`src/tfs_consts.svh`:
```
`ifndef TFS_CONSTS_SVH
`define TFS_CONSTS_SVH

// opcodes
`define TFS_OP_TERM_SETUP 8'hA0
`define TFS_OP_FEAT_WRITE 8'hEF
`define TFS_OP_LUN_FEAT_WRITE 8'hD5
`define TFS_OP_RESET_FULL 8'hFF
`define TFS_OP_RESET_SYNC 8'hFC
`define TFS_OP_RESET_LUN 8'hFA

// feature selectors and fields
`define TFS_FEAT_TIMING 8'h01
`define TFS_TM_IFACE_LSB 4
`define TFS_TM_NUM_LSB 0

// termination setup payload
`define TFS_TERM_IDX_M0 3'h0
`define TFS_TERM_IDX_M1 3'h1
`define TFS_TERM_IDX_DS 3'h2
`define TFS_TERM_IDX_RE 3'h3
`define TFS_TERM_IDX_LAST 3'h5
`define TFS_LUN_LSB 0
`define TFS_DS_OUT_LSB 4
`define TFS_DS_IN_LSB 0
`define TFS_RE_LSB 0
`define TFS_FEAT_IDX_LAST 2'h3

// reset values
`define TFS_MATRIX_RST 16'h0000
`define TFS_TERM_BYTE_RST 8'h00
`define TFS_TM_NUM_RST 4'h0
`define TFS_HAS_30_OHM 1'b1

// busy times
`define TFS_CLK_MHZ 125
`define TFS_FEAT_BUSY_NS 1000
`define TFS_ITC_BUSY_NS 1000
`define TFS_FEAT_BUSY_CYC ((`TFS_FEAT_BUSY_NS * `TFS_CLK_MHZ + 999) / 1000)
`define TFS_ITC_BUSY_CYC ((`TFS_ITC_BUSY_NS * `TFS_CLK_MHZ + 999) / 1000)

`endif

```
`src/tfs_pkg.sv`:
```
package tfs_pkg;
  typedef enum logic [1:0] {
    TFS_CYC_CMD = 2'b00,
    TFS_CYC_ADDR = 2'b01,
    TFS_CYC_DATA = 2'b10,
    TFS_CYC_NONE = 2'b11
  } tfs_cyc_kind_t;

  typedef struct packed {
    tfs_cyc_kind_t kind;
    logic [15:0] bus;
  } tfs_cyc_t;

  typedef enum logic [1:0] {
    TFS_IF_SDR = 2'b00,
    TFS_IF_DDR_V1 = 2'b01,
    TFS_IF_DDR_V2 = 2'b10,
    TFS_IF_RSVD = 2'b11
  } tfs_iface_t;

  typedef enum logic [2:0] {
    TFS_RTT_OFF = 3'b000,
    TFS_RTT_150 = 3'b001,
    TFS_RTT_100 = 3'b010,
    TFS_RTT_75 = 3'b011,
    TFS_RTT_50 = 3'b100,
    TFS_RTT_30 = 3'b101
  } tfs_rtt_t;

  typedef struct packed {
    logic [15:0] matrix;
    logic [7:0] data_strobe_term_byte;
    logic [7:0] read_enable_term_byte;
  } tfs_term_cfg_t;

  typedef struct packed {
    logic [7:0] feature_selector;
    logic [31:0] feature_param_bytes;
  } tfs_feat_t;

  typedef enum logic [2:0] {
    TFS_ST_IDLE = 3'b000,
    TFS_ST_TERM_LUN = 3'b001,
    TFS_ST_TERM_PAY = 3'b010,
    TFS_ST_FEAT_LUN = 3'b011,
    TFS_ST_FEAT_SEL = 3'b100,
    TFS_ST_FEAT_PAR = 3'b101,
    TFS_ST_BUSY = 3'b110
  } tfs_state_t;
endpackage

```
`src/tfs_busy_timer.sv`:
```
`timescale 1ns/100ps
`include "tfs_consts.svh"

module tfs_busy_timer (
  // clock and reset
  input wire logic clk,
  input wire logic sys_rst,
  // control
  input wire logic start,
  input wire logic long_sel,
  input wire logic abort,
  // status
  output logic busy
);
  localparam logic [11:0] FEAT_CYC = 12'(`TFS_FEAT_BUSY_CYC);
  localparam logic [11:0] ITC_CYC = 12'(`TFS_ITC_BUSY_CYC);

  logic [11:0] cnt_q;
  logic busy_q;
  logic [11:0] len_q;

  always_ff @(posedge clk or posedge sys_rst) begin
    if (sys_rst) begin
      cnt_q <= 12'h000;
      busy_q <= 1'b0;
    end else if (abort) begin
      cnt_q <= 12'h000;
      busy_q <= 1'b0;
    end else if (start) begin
      cnt_q <= (long_sel ? ITC_CYC : FEAT_CYC) - 12'h001;
      busy_q <= 1'b1;
    end else if (busy_q) begin
      if (cnt_q == 12'h000) begin
        busy_q <= 1'b0;
      end else begin
        cnt_q <= cnt_q - 12'h001;
      end
    end
  end

  assign busy = busy_q;

  // helper: length of the current busy window
  always_ff @(posedge clk or posedge sys_rst) begin
    if (sys_rst) begin
      len_q <= 12'h000;
    end else if (start) begin
      len_q <= 12'h001;
    end else if (busy_q) begin
      len_q <= len_q + 12'h001;
    end
  end

  a_busy_length: assert property (@(posedge clk) disable iff (sys_rst)
    ($fell(busy_q) && !$past(abort) && !$past(start))
      |-> (len_q == FEAT_CYC + 12'h001 || len_q == ITC_CYC + 12'h001))
    else $error("busy window length wrong");
endmodule // tfs_busy_timer

```
`src/tfs_cmd_top.sv`:
```
`timescale 1ns/100ps
`include "tfs_consts.svh"

// Behaviour
// - terminator LUN terminates during volume data cycles
// - configured volume applies matrix from then on
// - matrix resets to 0000h, termination off
// - double-rate payload bytes latched once only
// - second double-rate: new values apply at once
// - termination settings survive every reset command
// - LUN byte decoded like row address LUN
// - matrix bit n terminates volume n
// - term bytes: output/input nibbles, read-enable nibble
// - nibble codes 0-5 map to ohms, rest reserved
// - input field on writes, output field on reads
// - feature parameters only on low eight lines
// - EFh whole target, D5h addressed LUN only
// - timing change uses interface change busy time
// - selector then four parameter bytes
// - per-LUN address byte holds LUN bits 2:0
// - data interface field: SDR, v1, v2, reserved
module tfs_cmd_top (
  // clock and reset
  input wire logic clk,
  input wire logic sys_rst,
  // bus cycles from the pin front end
  input wire logic cyc_valid,
  input tfs_pkg::tfs_cyc_t cyc,
  // identity of this LUN
  input wire logic [2:0] own_lun,
  // volume activity
  input wire logic [3:0] act_volume,
  input wire logic act_data_in,
  input wire logic act_data_out,
  // termination drive
  output logic odt_on,
  output tfs_pkg::tfs_rtt_t odt_data_strobe_rtt,
  output tfs_pkg::tfs_rtt_t odt_read_enable_rtt,
  // settings and status
  output tfs_pkg::tfs_term_cfg_t term_cfg,
  output logic vol_term_active,
  output tfs_pkg::tfs_iface_t data_iface,
  output logic [3:0] timing_mode_num,
  output tfs_pkg::tfs_feat_t feat_last,
  output logic feat_write_pulse,
  output logic ready
);
  tfs_pkg::tfs_state_t state_q;
  tfs_pkg::tfs_term_cfg_t term_q;
  tfs_pkg::tfs_term_cfg_t stage_q;
  tfs_pkg::tfs_feat_t feat_q;
  tfs_pkg::tfs_feat_t fstage_q;
  tfs_pkg::tfs_iface_t iface_q;
  logic [3:0] tm_num_q;
  logic vol_cfg_q;
  logic lun_hit_q;
  logic [2:0] idx_q;
  logic [1:0] fidx_q;
  logic skip_q;
  logic feat_pulse_q;
  logic busy_start;
  logic busy_long;
  logic timer_busy;
  logic is_cmd;
  logic is_addr;
  logic is_data;
  logic dup_on;
  logic take_data;
  logic reset_cmd;
  logic full_reset;
  logic [7:0] byte_lo;
  logic term_last;
  logic feat_last_byte;
  logic [2:0] lun_field;

  function automatic tfs_pkg::tfs_rtt_t rtt_decode(input logic [3:0] code);
    unique case (code)
      4'h0: rtt_decode = tfs_pkg::TFS_RTT_OFF;
      4'h1: rtt_decode = tfs_pkg::TFS_RTT_150;
      4'h2: rtt_decode = tfs_pkg::TFS_RTT_100;
      4'h3: rtt_decode = tfs_pkg::TFS_RTT_75;
      4'h4: rtt_decode = tfs_pkg::TFS_RTT_50;
      4'h5: rtt_decode = `TFS_HAS_30_OHM ? tfs_pkg::TFS_RTT_30 : tfs_pkg::TFS_RTT_OFF;
      // reserved codes leave the pin unterminated rather than guess
      default: rtt_decode = tfs_pkg::TFS_RTT_OFF;
    endcase
  endfunction

  // parameters ride on the low lane; upper lines are ignored
  assign byte_lo = cyc.bus[7:0];
  assign is_cmd = cyc_valid && cyc.kind == tfs_pkg::TFS_CYC_CMD;
  assign is_addr = cyc_valid && cyc.kind == tfs_pkg::TFS_CYC_ADDR;
  assign is_data = cyc_valid && cyc.kind == tfs_pkg::TFS_CYC_DATA;
  assign reset_cmd = is_cmd && (byte_lo == `TFS_OP_RESET_FULL ||
                                byte_lo == `TFS_OP_RESET_SYNC ||
                                byte_lo == `TFS_OP_RESET_LUN);
  assign full_reset = is_cmd && byte_lo == `TFS_OP_RESET_FULL;
  assign lun_field = byte_lo[`TFS_LUN_LSB +: 3];

  // setup duplicates only on v2; feature writes on either ddr
  assign dup_on = (state_q == tfs_pkg::TFS_ST_TERM_PAY) ?
                  (iface_q == tfs_pkg::TFS_IF_DDR_V2) :
                  (iface_q != tfs_pkg::TFS_IF_SDR);
  assign take_data = is_data && !(dup_on && skip_q);
  assign term_last = take_data && state_q == tfs_pkg::TFS_ST_TERM_PAY &&
                     idx_q == `TFS_TERM_IDX_LAST;
  assign feat_last_byte = take_data && state_q == tfs_pkg::TFS_ST_FEAT_PAR &&
                          fidx_q == `TFS_FEAT_IDX_LAST;
  assign busy_start = feat_last_byte;
  assign busy_long = lun_hit_q && fstage_q.feature_selector == `TFS_FEAT_TIMING;

  // command sequencer
  always_ff @(posedge clk or posedge sys_rst) begin
    if (sys_rst) begin
      state_q <= tfs_pkg::TFS_ST_IDLE;
    end else if (reset_cmd) begin
      state_q <= tfs_pkg::TFS_ST_IDLE;
    end else begin
      unique case (state_q)
        tfs_pkg::TFS_ST_IDLE: begin
          if (is_cmd && byte_lo == `TFS_OP_TERM_SETUP) begin
            state_q <= tfs_pkg::TFS_ST_TERM_LUN;
          end else if (is_cmd && byte_lo == `TFS_OP_FEAT_WRITE) begin
            state_q <= tfs_pkg::TFS_ST_FEAT_SEL;
          end else if (is_cmd && byte_lo == `TFS_OP_LUN_FEAT_WRITE) begin
            state_q <= tfs_pkg::TFS_ST_FEAT_LUN;
          end
        end
        tfs_pkg::TFS_ST_TERM_LUN: begin
          if (is_addr) begin
            state_q <= tfs_pkg::TFS_ST_TERM_PAY;
          end
        end
        tfs_pkg::TFS_ST_TERM_PAY: begin
          if (term_last) begin
            state_q <= tfs_pkg::TFS_ST_IDLE;
          end
        end
        tfs_pkg::TFS_ST_FEAT_LUN: begin
          if (is_addr) begin
            state_q <= tfs_pkg::TFS_ST_FEAT_SEL;
          end
        end
        tfs_pkg::TFS_ST_FEAT_SEL: begin
          if (is_addr) begin
            state_q <= tfs_pkg::TFS_ST_FEAT_PAR;
          end
        end
        tfs_pkg::TFS_ST_FEAT_PAR: begin
          if (feat_last_byte) begin
            state_q <= tfs_pkg::TFS_ST_BUSY;
          end
        end
        tfs_pkg::TFS_ST_BUSY: begin
          if (!timer_busy) begin
            state_q <= tfs_pkg::TFS_ST_IDLE;
          end
        end
        default: state_q <= tfs_pkg::TFS_ST_IDLE;
      endcase
    end
  end

  // payload byte counters and duplicate tracking
  always_ff @(posedge clk or posedge sys_rst) begin
    if (sys_rst) begin
      idx_q <= 3'h0;
      fidx_q <= 2'h0;
      skip_q <= 1'b0;
    end else if (is_addr || is_cmd) begin
      idx_q <= 3'h0;
      fidx_q <= 2'h0;
      skip_q <= 1'b0;
    end else if (is_data && (state_q == tfs_pkg::TFS_ST_TERM_PAY ||
                             state_q == tfs_pkg::TFS_ST_FEAT_PAR)) begin
      skip_q <= dup_on && !skip_q;
      if (take_data) begin
        idx_q <= idx_q + 3'h1;
        fidx_q <= fidx_q + 2'h1;
      end
    end
  end

  // LUN match: target-wide writes always hit
  always_ff @(posedge clk or posedge sys_rst) begin
    if (sys_rst) begin
      lun_hit_q <= 1'b0;
    end else if (is_cmd) begin
      lun_hit_q <= 1'b1;
    end else if (is_addr && (state_q == tfs_pkg::TFS_ST_TERM_LUN ||
                             state_q == tfs_pkg::TFS_ST_FEAT_LUN)) begin
      lun_hit_q <= lun_field == own_lun;
    end
  end

  // termination staging; committed as a whole so no half matrix is ever seen
  always_ff @(posedge clk or posedge sys_rst) begin
    if (sys_rst) begin
      stage_q <= '0;
    end else if (take_data && state_q == tfs_pkg::TFS_ST_TERM_PAY) begin
      unique case (idx_q)
        `TFS_TERM_IDX_M0: stage_q.matrix[7:0] <= byte_lo;
        `TFS_TERM_IDX_M1: stage_q.matrix[15:8] <= byte_lo;
        `TFS_TERM_IDX_DS: stage_q.data_strobe_term_byte <= byte_lo;
        `TFS_TERM_IDX_RE: stage_q.read_enable_term_byte <= byte_lo;
        default: stage_q <= stage_q;
      endcase
    end
  end

  // only power reset clears these; reset opcodes leave them alone
  always_ff @(posedge clk or posedge sys_rst) begin
    if (sys_rst) begin
      term_q.matrix <= `TFS_MATRIX_RST;
      term_q.data_strobe_term_byte <= `TFS_TERM_BYTE_RST;
      term_q.read_enable_term_byte <= `TFS_TERM_BYTE_RST;
    end else if (take_data && state_q == tfs_pkg::TFS_ST_TERM_PAY &&
                 idx_q == `TFS_TERM_IDX_RE && lun_hit_q) begin
      term_q <= {stage_q.matrix, stage_q.data_strobe_term_byte, byte_lo};
    end
  end

  always_ff @(posedge clk or posedge sys_rst) begin
    if (sys_rst) begin
      vol_cfg_q <= 1'b0;
    end else if (term_last) begin
      vol_cfg_q <= 1'b1;
    end
  end

  // feature staging and commit
  always_ff @(posedge clk or posedge sys_rst) begin
    if (sys_rst) begin
      fstage_q <= '0;
    end else if (is_addr && state_q == tfs_pkg::TFS_ST_FEAT_SEL) begin
      fstage_q.feature_selector <= byte_lo;
    end else if (take_data && state_q == tfs_pkg::TFS_ST_FEAT_PAR) begin
      fstage_q.feature_param_bytes[fidx_q * 8 +: 8] <= byte_lo;
    end
  end

  always_ff @(posedge clk or posedge sys_rst) begin
    if (sys_rst) begin
      feat_q <= '0;
      feat_pulse_q <= 1'b0;
    end else begin
      feat_pulse_q <= feat_last_byte && lun_hit_q;
      if (feat_last_byte && lun_hit_q) begin
        feat_q.feature_selector <= fstage_q.feature_selector;
        feat_q.feature_param_bytes <= {byte_lo, fstage_q.feature_param_bytes[23:0]};
      end
    end
  end

  // timing-mode feature: interface field and mode number
  always_ff @(posedge clk or posedge sys_rst) begin
    if (sys_rst) begin
      iface_q <= tfs_pkg::TFS_IF_SDR;
      tm_num_q <= `TFS_TM_NUM_RST;
    end else if (full_reset) begin
      iface_q <= tfs_pkg::TFS_IF_SDR;
    end else if (feat_pulse_q && feat_q.feature_selector == `TFS_FEAT_TIMING) begin
      tm_num_q <= feat_q.feature_param_bytes[`TFS_TM_NUM_LSB +: 4];
      // reserved interface code keeps the present interface
      if (feat_q.feature_param_bytes[`TFS_TM_IFACE_LSB +: 2] != 2'b11) begin
        iface_q <= tfs_pkg::tfs_iface_t'(feat_q.feature_param_bytes[`TFS_TM_IFACE_LSB +: 2]);
      end
    end
  end

  tfs_busy_timer u_busy (
    .clk(clk),
    .sys_rst(sys_rst),
    .start(busy_start),
    .long_sel(busy_long),
    .abort(reset_cmd),
    .busy(timer_busy)
  );

  // termination output follows the stored matrix with no extra event
  assign vol_term_active = vol_cfg_q && term_q.matrix[act_volume] &&
                           (act_data_in || act_data_out);
  assign odt_data_strobe_rtt = !vol_term_active ? tfs_pkg::TFS_RTT_OFF :
    act_data_in ? rtt_decode(term_q.data_strobe_term_byte[`TFS_DS_IN_LSB +: 4]) :
    rtt_decode(term_q.data_strobe_term_byte[`TFS_DS_OUT_LSB +: 4]);
  assign odt_read_enable_rtt = (vol_term_active && act_data_out) ?
    rtt_decode(term_q.read_enable_term_byte[`TFS_RE_LSB +: 4]) :
    tfs_pkg::TFS_RTT_OFF;
  assign odt_on = odt_data_strobe_rtt != tfs_pkg::TFS_RTT_OFF ||
                  odt_read_enable_rtt != tfs_pkg::TFS_RTT_OFF;

  assign term_cfg = term_q;
  assign data_iface = iface_q;
  assign timing_mode_num = tm_num_q;
  assign feat_last = feat_q;
  assign feat_write_pulse = feat_pulse_q;
  assign ready = state_q != tfs_pkg::TFS_ST_BUSY;

  a_unconf_no_odt: assert property (@(posedge clk) disable iff (sys_rst)
    !vol_cfg_q |-> !odt_on)
    else $error("termination on before any setup");
  a_matrix_drives_odt: assert property (@(posedge clk) disable iff (sys_rst)
    (vol_term_active && act_data_in &&
     term_q.data_strobe_term_byte[3:0] inside {4'h1, 4'h2, 4'h3, 4'h4}) |-> odt_on)
    else $error("terminator did not terminate");
  a_dup_skip: assert property (@(posedge clk) disable iff (sys_rst)
    (is_data && dup_on && skip_q && state_q == tfs_pkg::TFS_ST_TERM_PAY)
      |=> (!skip_q && $stable(idx_q) && $stable(term_q)))
    else $error("duplicate byte not dropped");
  a_reset_keeps_term: assert property (@(posedge clk) disable iff (sys_rst)
    reset_cmd |=> ($stable(term_q) && $stable(vol_cfg_q)))
    else $error("reset command disturbed termination");
  a_commit_now: assert property (@(posedge clk) disable iff (sys_rst)
    (take_data && state_q == tfs_pkg::TFS_ST_TERM_PAY && idx_q == `TFS_TERM_IDX_RE
     && lun_hit_q) |=> term_q.read_enable_term_byte == $past(byte_lo))
    else $error("termination value not applied at once");
  a_busy_after_param: assert property (@(posedge clk) disable iff (sys_rst)
    (feat_last_byte && !reset_cmd) |=> (!ready && timer_busy))
    else $error("no busy after last parameter");
  a_busy_refuses: assert property (@(posedge clk) disable iff (sys_rst)
    (state_q == tfs_pkg::TFS_ST_BUSY && timer_busy && !reset_cmd)
      |=> state_q == tfs_pkg::TFS_ST_BUSY)
    else $error("command taken while busy");
  a_iface_rsvd: assert property (@(posedge clk) disable iff (sys_rst)
    (feat_pulse_q && feat_q.feature_selector == `TFS_FEAT_TIMING && !full_reset &&
     feat_q.feature_param_bytes[5:4] == 2'b11) |=> $stable(iface_q))
    else $error("reserved interface code applied");
  a_full_reset_sdr: assert property (@(posedge clk) disable iff (sys_rst)
    full_reset |=> iface_q == tfs_pkg::TFS_IF_SDR)
    else $error("full reset left double rate on");
endmodule // tfs_cmd_top

```
`config.mk`:
```
export PLATFORM = sky130hd
export DESIGN_NAME = tfs_cmd_top
export DESIGN_NICKNAME = d
export VERILOG_FILES = /design/src/tfs_pkg.sv /design/src/tfs_busy_timer.sv /design/src/tfs_cmd_top.sv
export VERILOG_INCLUDE_DIRS = /design/src /design/src/src
export SDC_FILE = /design/constraint.sdc
export NUM_CORES = 1
export LEC_CHECK = 0
export BUFFER_PORTS_ARGS = -buffer_cell sky130_fd_sc_hd__buf_2
export CAP_MARGIN = 15
export CORE_MARGIN = 5
export CORE_UTILIZATION = 50
export CTS_CLUSTER_DIAMETER = 200
export DETAILED_ROUTE_END_ITERATION = 8
export PLACE_DENSITY = 0.72
export REMOVE_ABC_BUFFERS = 1
export SLEW_MARGIN = 40
export SYNTH_ARGS = -nofsm -noshare
export SYNTH_HDL_FRONTEND = slang
export SYNTH_SLANG_ARGS = --single-unit
```
`constraint.sdc`:
```
create_clock -name clk -period 16.3 [get_ports clk]
set_clock_uncertainty 0.05 [all_clocks]
set_input_delay 3.26 -clock clk [delete_from_list [all_inputs] [get_ports clk]]
set_output_delay 3.26 -clock clk [all_outputs]
set_load 0.02 [all_outputs]
```
After elaboration in Yosys (flattened, before gate mapping)
Cells that the tools add are included.

word-level totals
  input port bits = 30
  bits in registers = 167
  output and inout port bits = 88
  word-level logic and storage cells = 175

cells by class
  reduce and logical (&&, ||, !) cells = 56
  equal/unequal tests = 47
  $lt $le $gt $ge = 1
  shifts and indexed selects = 2
  add/subtract/negate cells = 4
  bitwise operators = 2
  multiplexer cells = 42

operators by type and width
  operator                 count
  $eq 8x8->1 const B       6
  $mux 12                  4
  $mux 3                   16
  $pmux 3 s5               3
  $neg 5->34               1
  $shift 8x34->32 const A  1
  $shiftx 8x34->32         1
  $bwmux 32                1
  $logic_and 1x1->1        25
  $eq 4x2->1 const B       6
  $eq 4x3->1 const B       6
  $ne 3x3->1 const B       8
  $pmux 3 s7               1
  $reduce_and 2->1         8
  $eq 3x2->1 const B       4
  $eq 3x3->1 const B       4
  $eq 4x1->1 const B       3
  $logic_not 12->1         1
  $mux 2                   6
  $reduce_bool 2->1        6
  $sub 12x1->12 const B    1
  $mux 1                   10
  $reduce_bool 3->1        3
  $eq 8x1->1 const B       1
  other kinds (16)         28

Depth between registers and ports, before layout
  depth in word-level cells = 10
  gate-level depth with buffers = 8

By module
From an unflattened synthesis, not the netlist that was laid out.

second synthesis, totals
  cells, all modules = 589
  area total of the unflattened synthesis = 7,519.7 um^2

by module, submodules not included
  module          cells an instance  times used  area each (um^2)
  tfs_cmd_top     516                1           6,787.8
  tfs_busy_timer  73                 1           732.0

Worst setup path before layout
Ideal clock, no wire load.

  path type = input-to-output
  start = input act_volume[0]
  end = output odt_read_enable_rtt[1]
  setup slack = 8.221 ns
  path buffers = 0
  required time = 12.990 ns
  data arrival time = 4.769 ns
  cell stages on the path = 4
  cell sequence = mux4_1 mux4_2 o211ai_2 nor4b_1

on the way
  longest elaborated chain between the ends = 6

ends and longest elaborated chain
  what                             line                RTL
  from (decl)                      tfs_cmd_top.sv:32   input wire logic [3:0] act_volume,
  $bmux 1 s4                       tfs_cmd_top.sv:281  assign vol_term_active = vol_cfg_q && term_q.matrix[act_volume] &&
  $mux 1 (implied by the code)     tfs_cmd_top.sv:281
  $logic_and 1x1->1 (2 in series)  tfs_cmd_top.sv:281
  $logic_and 1x1->1                tfs_cmd_top.sv:286  assign odt_read_enable_rtt = (vol_term_active && act_data_out) ?
  $mux 3                           tfs_cmd_top.sv:286
  to (decl)                        tfs_cmd_top.sv:38   output tfs_pkg::tfs_rtt_t odt_read_enable_rtt,

Every way passes these cells. The select of a mux whose other input is x is not followed.

Worst setup path in the final report
  start = input act_volume[0]
  end = output odt_read_enable_rtt[0]

Same word-level chain as after synthesis.

==> results.toml <==
[global_routing]
grtUsageMet2_pct = 32.3
grt.busiest_layer = "met2"
grt_max_degree = 95
grtUsageTotal_pct = 19.7
gr-usage-met3_pct = 5.75
grt_pass1_vias = 5017
grt_overflow = 0
grt_util_met1_pct = 25.1
grt_pass1_wl_mm = 25.4
antenna_found_initial = 0

[clock_tree]
cts-resized-gates = 0
cts_tree = "yes"
cts_hold_buf = 0
clock-sinks = 159
numCtsBuffers = 17
clk-insertion-delay-late_ns = 0.43
htreeDepth = 4
clkTransAtPathRegs_ns = 0.06
root_buffer = "clkbuf_16"
cts_setup_buffers = 0
clockBufferDepth = 2

[sta]
fin_crit_ns = 8.35
finalMaxSlewViolations = 0
finalCritPeriodShare_pct = 51.2
relSlewSlack_pct = 58.2
fin_hold_ws_ns = 0.430
tightest_slew_ns = 0.627
fin_setup_tns_ns = 0
setup_violations = 0
rsz0062_at_grt = "false"
finalHoldViolCount = 0
fmax_ghz = 0.120

[floorplanning]
pin_count = 118
die_area_um2 = 16400
fp.dieW_um = 128
core_um2 = 13800
die_h_um = 128
initial_core_util_pct = 50.8
num_rows = 43

[logic_synthesis]
syn_area_per_cell_um2 = 12.2
synth_warnings = 0
syn-instance-count = 573
synth_most_common_cell = "dfrtp_1"
synthesis.area_um2 = 6990
yosys_register_bits = 159
synth_edf_count = 0
async_flop_share_pct = 100
synth_top_area_cell = "dfrtp_1"
synth_adder_area_share_pct = 2.15
synth_compound_area_share_pct = 6.30
synth_common_cells = "dfrtp_1 (159), mux2_2 (107), nand2_1 (67), o21ai_0 (42), nor2_1 (28)"
synth-simple-area-share_pct = 11.1
ys.flop_type = "dfrtp_1"
synth_top_area_share_pct = 56.9
netlist_top_cells_area = "dfrtp_1 (57%), mux2_2 (17%), nand2_1 (3.6%)"
synthXorXnorAreaFrac_pct = 1.75
synth_mux_area_share_pct = 19.4
synth_top_family_by_area = "multiplexers"
synth_cell_types = 53
seq_area_frac_synth_pct = 56.9

[route]
wirelength_mm = 15.2
drt_iter0_drc = 226
drc = 0
first_pass_iters = 4
drt.antenna.violating_nets = 0
routed_via_density = 5.46
wl_per_cell_um = 17.5
dr_total_vias = 4765

[layout]
post-route-util_pct = 60.1
nets = 721
area_delta_synth_final_pct = 18.3
antennaDiodeCount = 0
drive_above_1_share_pct = 37.6

[min_path]
worstHoldPathCells = 2
hold_path_class = "reg2reg"
holdPathEnd = "fstage_q[16]"
hp-start = "fstage_q[16]"

[placement]
gp_congestion = 0.844
port-buffer-count = 109
hpwl_mm = 10.4

[power]
ir_drop_mv = 0.0776
total_leakage_power_nw = 4.22
powerDensity_nw_per_um2 = 119

[setup_path]
worstPathArrival_ns = 5.04
r2r_cells = 4
reg2reg_from = "data_iface[0]"
critical_path_class = "in2out"
worst_setup_path_start_kind = "primary input"
timing.rr.end = "feat_last[4]"
timing.reg2reg.setup_slack_ns = 13.79
critPathCaptureType = "primary output"
path_max_fanout = 7
crit_required_ns = 12.99

[run]
maxCapViolCount = 0

[outcome]
status = "finished, final reports clean"
[cells in the final DEF, fill, tap and decap left out, types with 5 or more instances in the layout]
cell / n
a21oi_1: 13
a31oi_1: 5
buf_2: 109
clkbuf_16: 17
dfrtp_1: 159
ha_1: 12
inv_1: 14
mux2_2: 107
nand2_1: 67
nand2b_1: 5
nand3_1: 11
nand3b_1: 6
nor2_1: 28
nor2b_1: 5
nor3_1: 5
o21ai_0: 42
xor2_1: 11
[layer usage]
layer	routed length (um)	part of all wire, %
met5	0	0
met4	249	1.6
met3	873	5.7
met2	7790	51
met1	6330	42
[final cells by class]
cell class / instances / area (um^2)
inverter: 16 / 70.1
fill: 1149 / 5500
clock inverter: 10 / 101
timing repair buffer: 111 / 564
multi-input combinational: 374 / 2870
clock buffer: 22 / 464
sequential: 159 / 3980
tap: 180 / 225
[flip-flops by register name, indices dropped and copies added, names as in the netlist]
signal / count
state_q: 3
lun_hit_q: 1
skip_q: 1
feat_write_pulse: 1
timing_mode_num: 4
stage_q: 24
u_busy.cnt_q: 12
fidx_q: 2
fstage_q: 32
u_busy.busy: 1
term_cfg: 32
data_iface: 2
feat_last: 40
vol_cfg_q: 1
idx_q: 3
[worst max-delay path: stages]
cell and delay (ns):
buf_2 0.15, mux4_1 0.59, mux4_2 0.51, o211ai_2 0.19, inv_4 0.03, and3_1 0.16, buf_2 0.15
[logic make-up (layout without fill, tap and decap cells)]
logic type      count (synthesis)  in the layout
compound gates                 76             76
simple gates                  158            158
xor+xnor                       14             14
fa+ha+maj                      12             12
mux                           114            114
flops                         159            159
buf+inv                        40            159
[worst max-delay path by stage]
| stage | start | endpoint | slack, ns |
|---|---|---|---|
| after floorplan | act_volume[0] | odt_read_enable_rtt[1] | 8.22 |
| after global placement | act_volume[0] | odt_read_enable_rtt[0] | 8.01 |
| after CTS | act_volume[0] | odt_read_enable_rtt[0] | 7.94 |
| after global routing | act_volume[0] | odt_read_enable_rtt[0] | 7.87 |
| final | act_volume[0] | odt_read_enable_rtt[0] | 7.95 |
| after detailed placement | act_volume[0] | odt_read_enable_rtt[0] | 7.94 |
[metrics by stage]
stage | power (W) | instance area, um^2 | std cells | worst slack, ns
after global placement | 0.000601 | 7680 | 840 | 8.01
after CTS | 0.000996 | 8260 | 872 | 7.94
after detailed placement | 0.000616 | 7690 | 840 | 7.94
after floorplan | 0.000571 | 6890 | 549 | 8.22
final | 0.000986 | 8270 | 872 | 7.95
after global routing | 0.00104 | 8270 | 872 | 7.87
[power breakdown]
part           switching, W  total (W)  internal (W)  leakage (nW)
clock              0.000156   0.000376      0.000220         0.273
sequential        0.0000340   0.000473      0.000439          2.14
combinational     0.0000773   0.000137     0.0000595          1.82
total              0.000267   0.000986      0.000718          4.22
No activity file was read; power rests on OpenSTA's default activity.
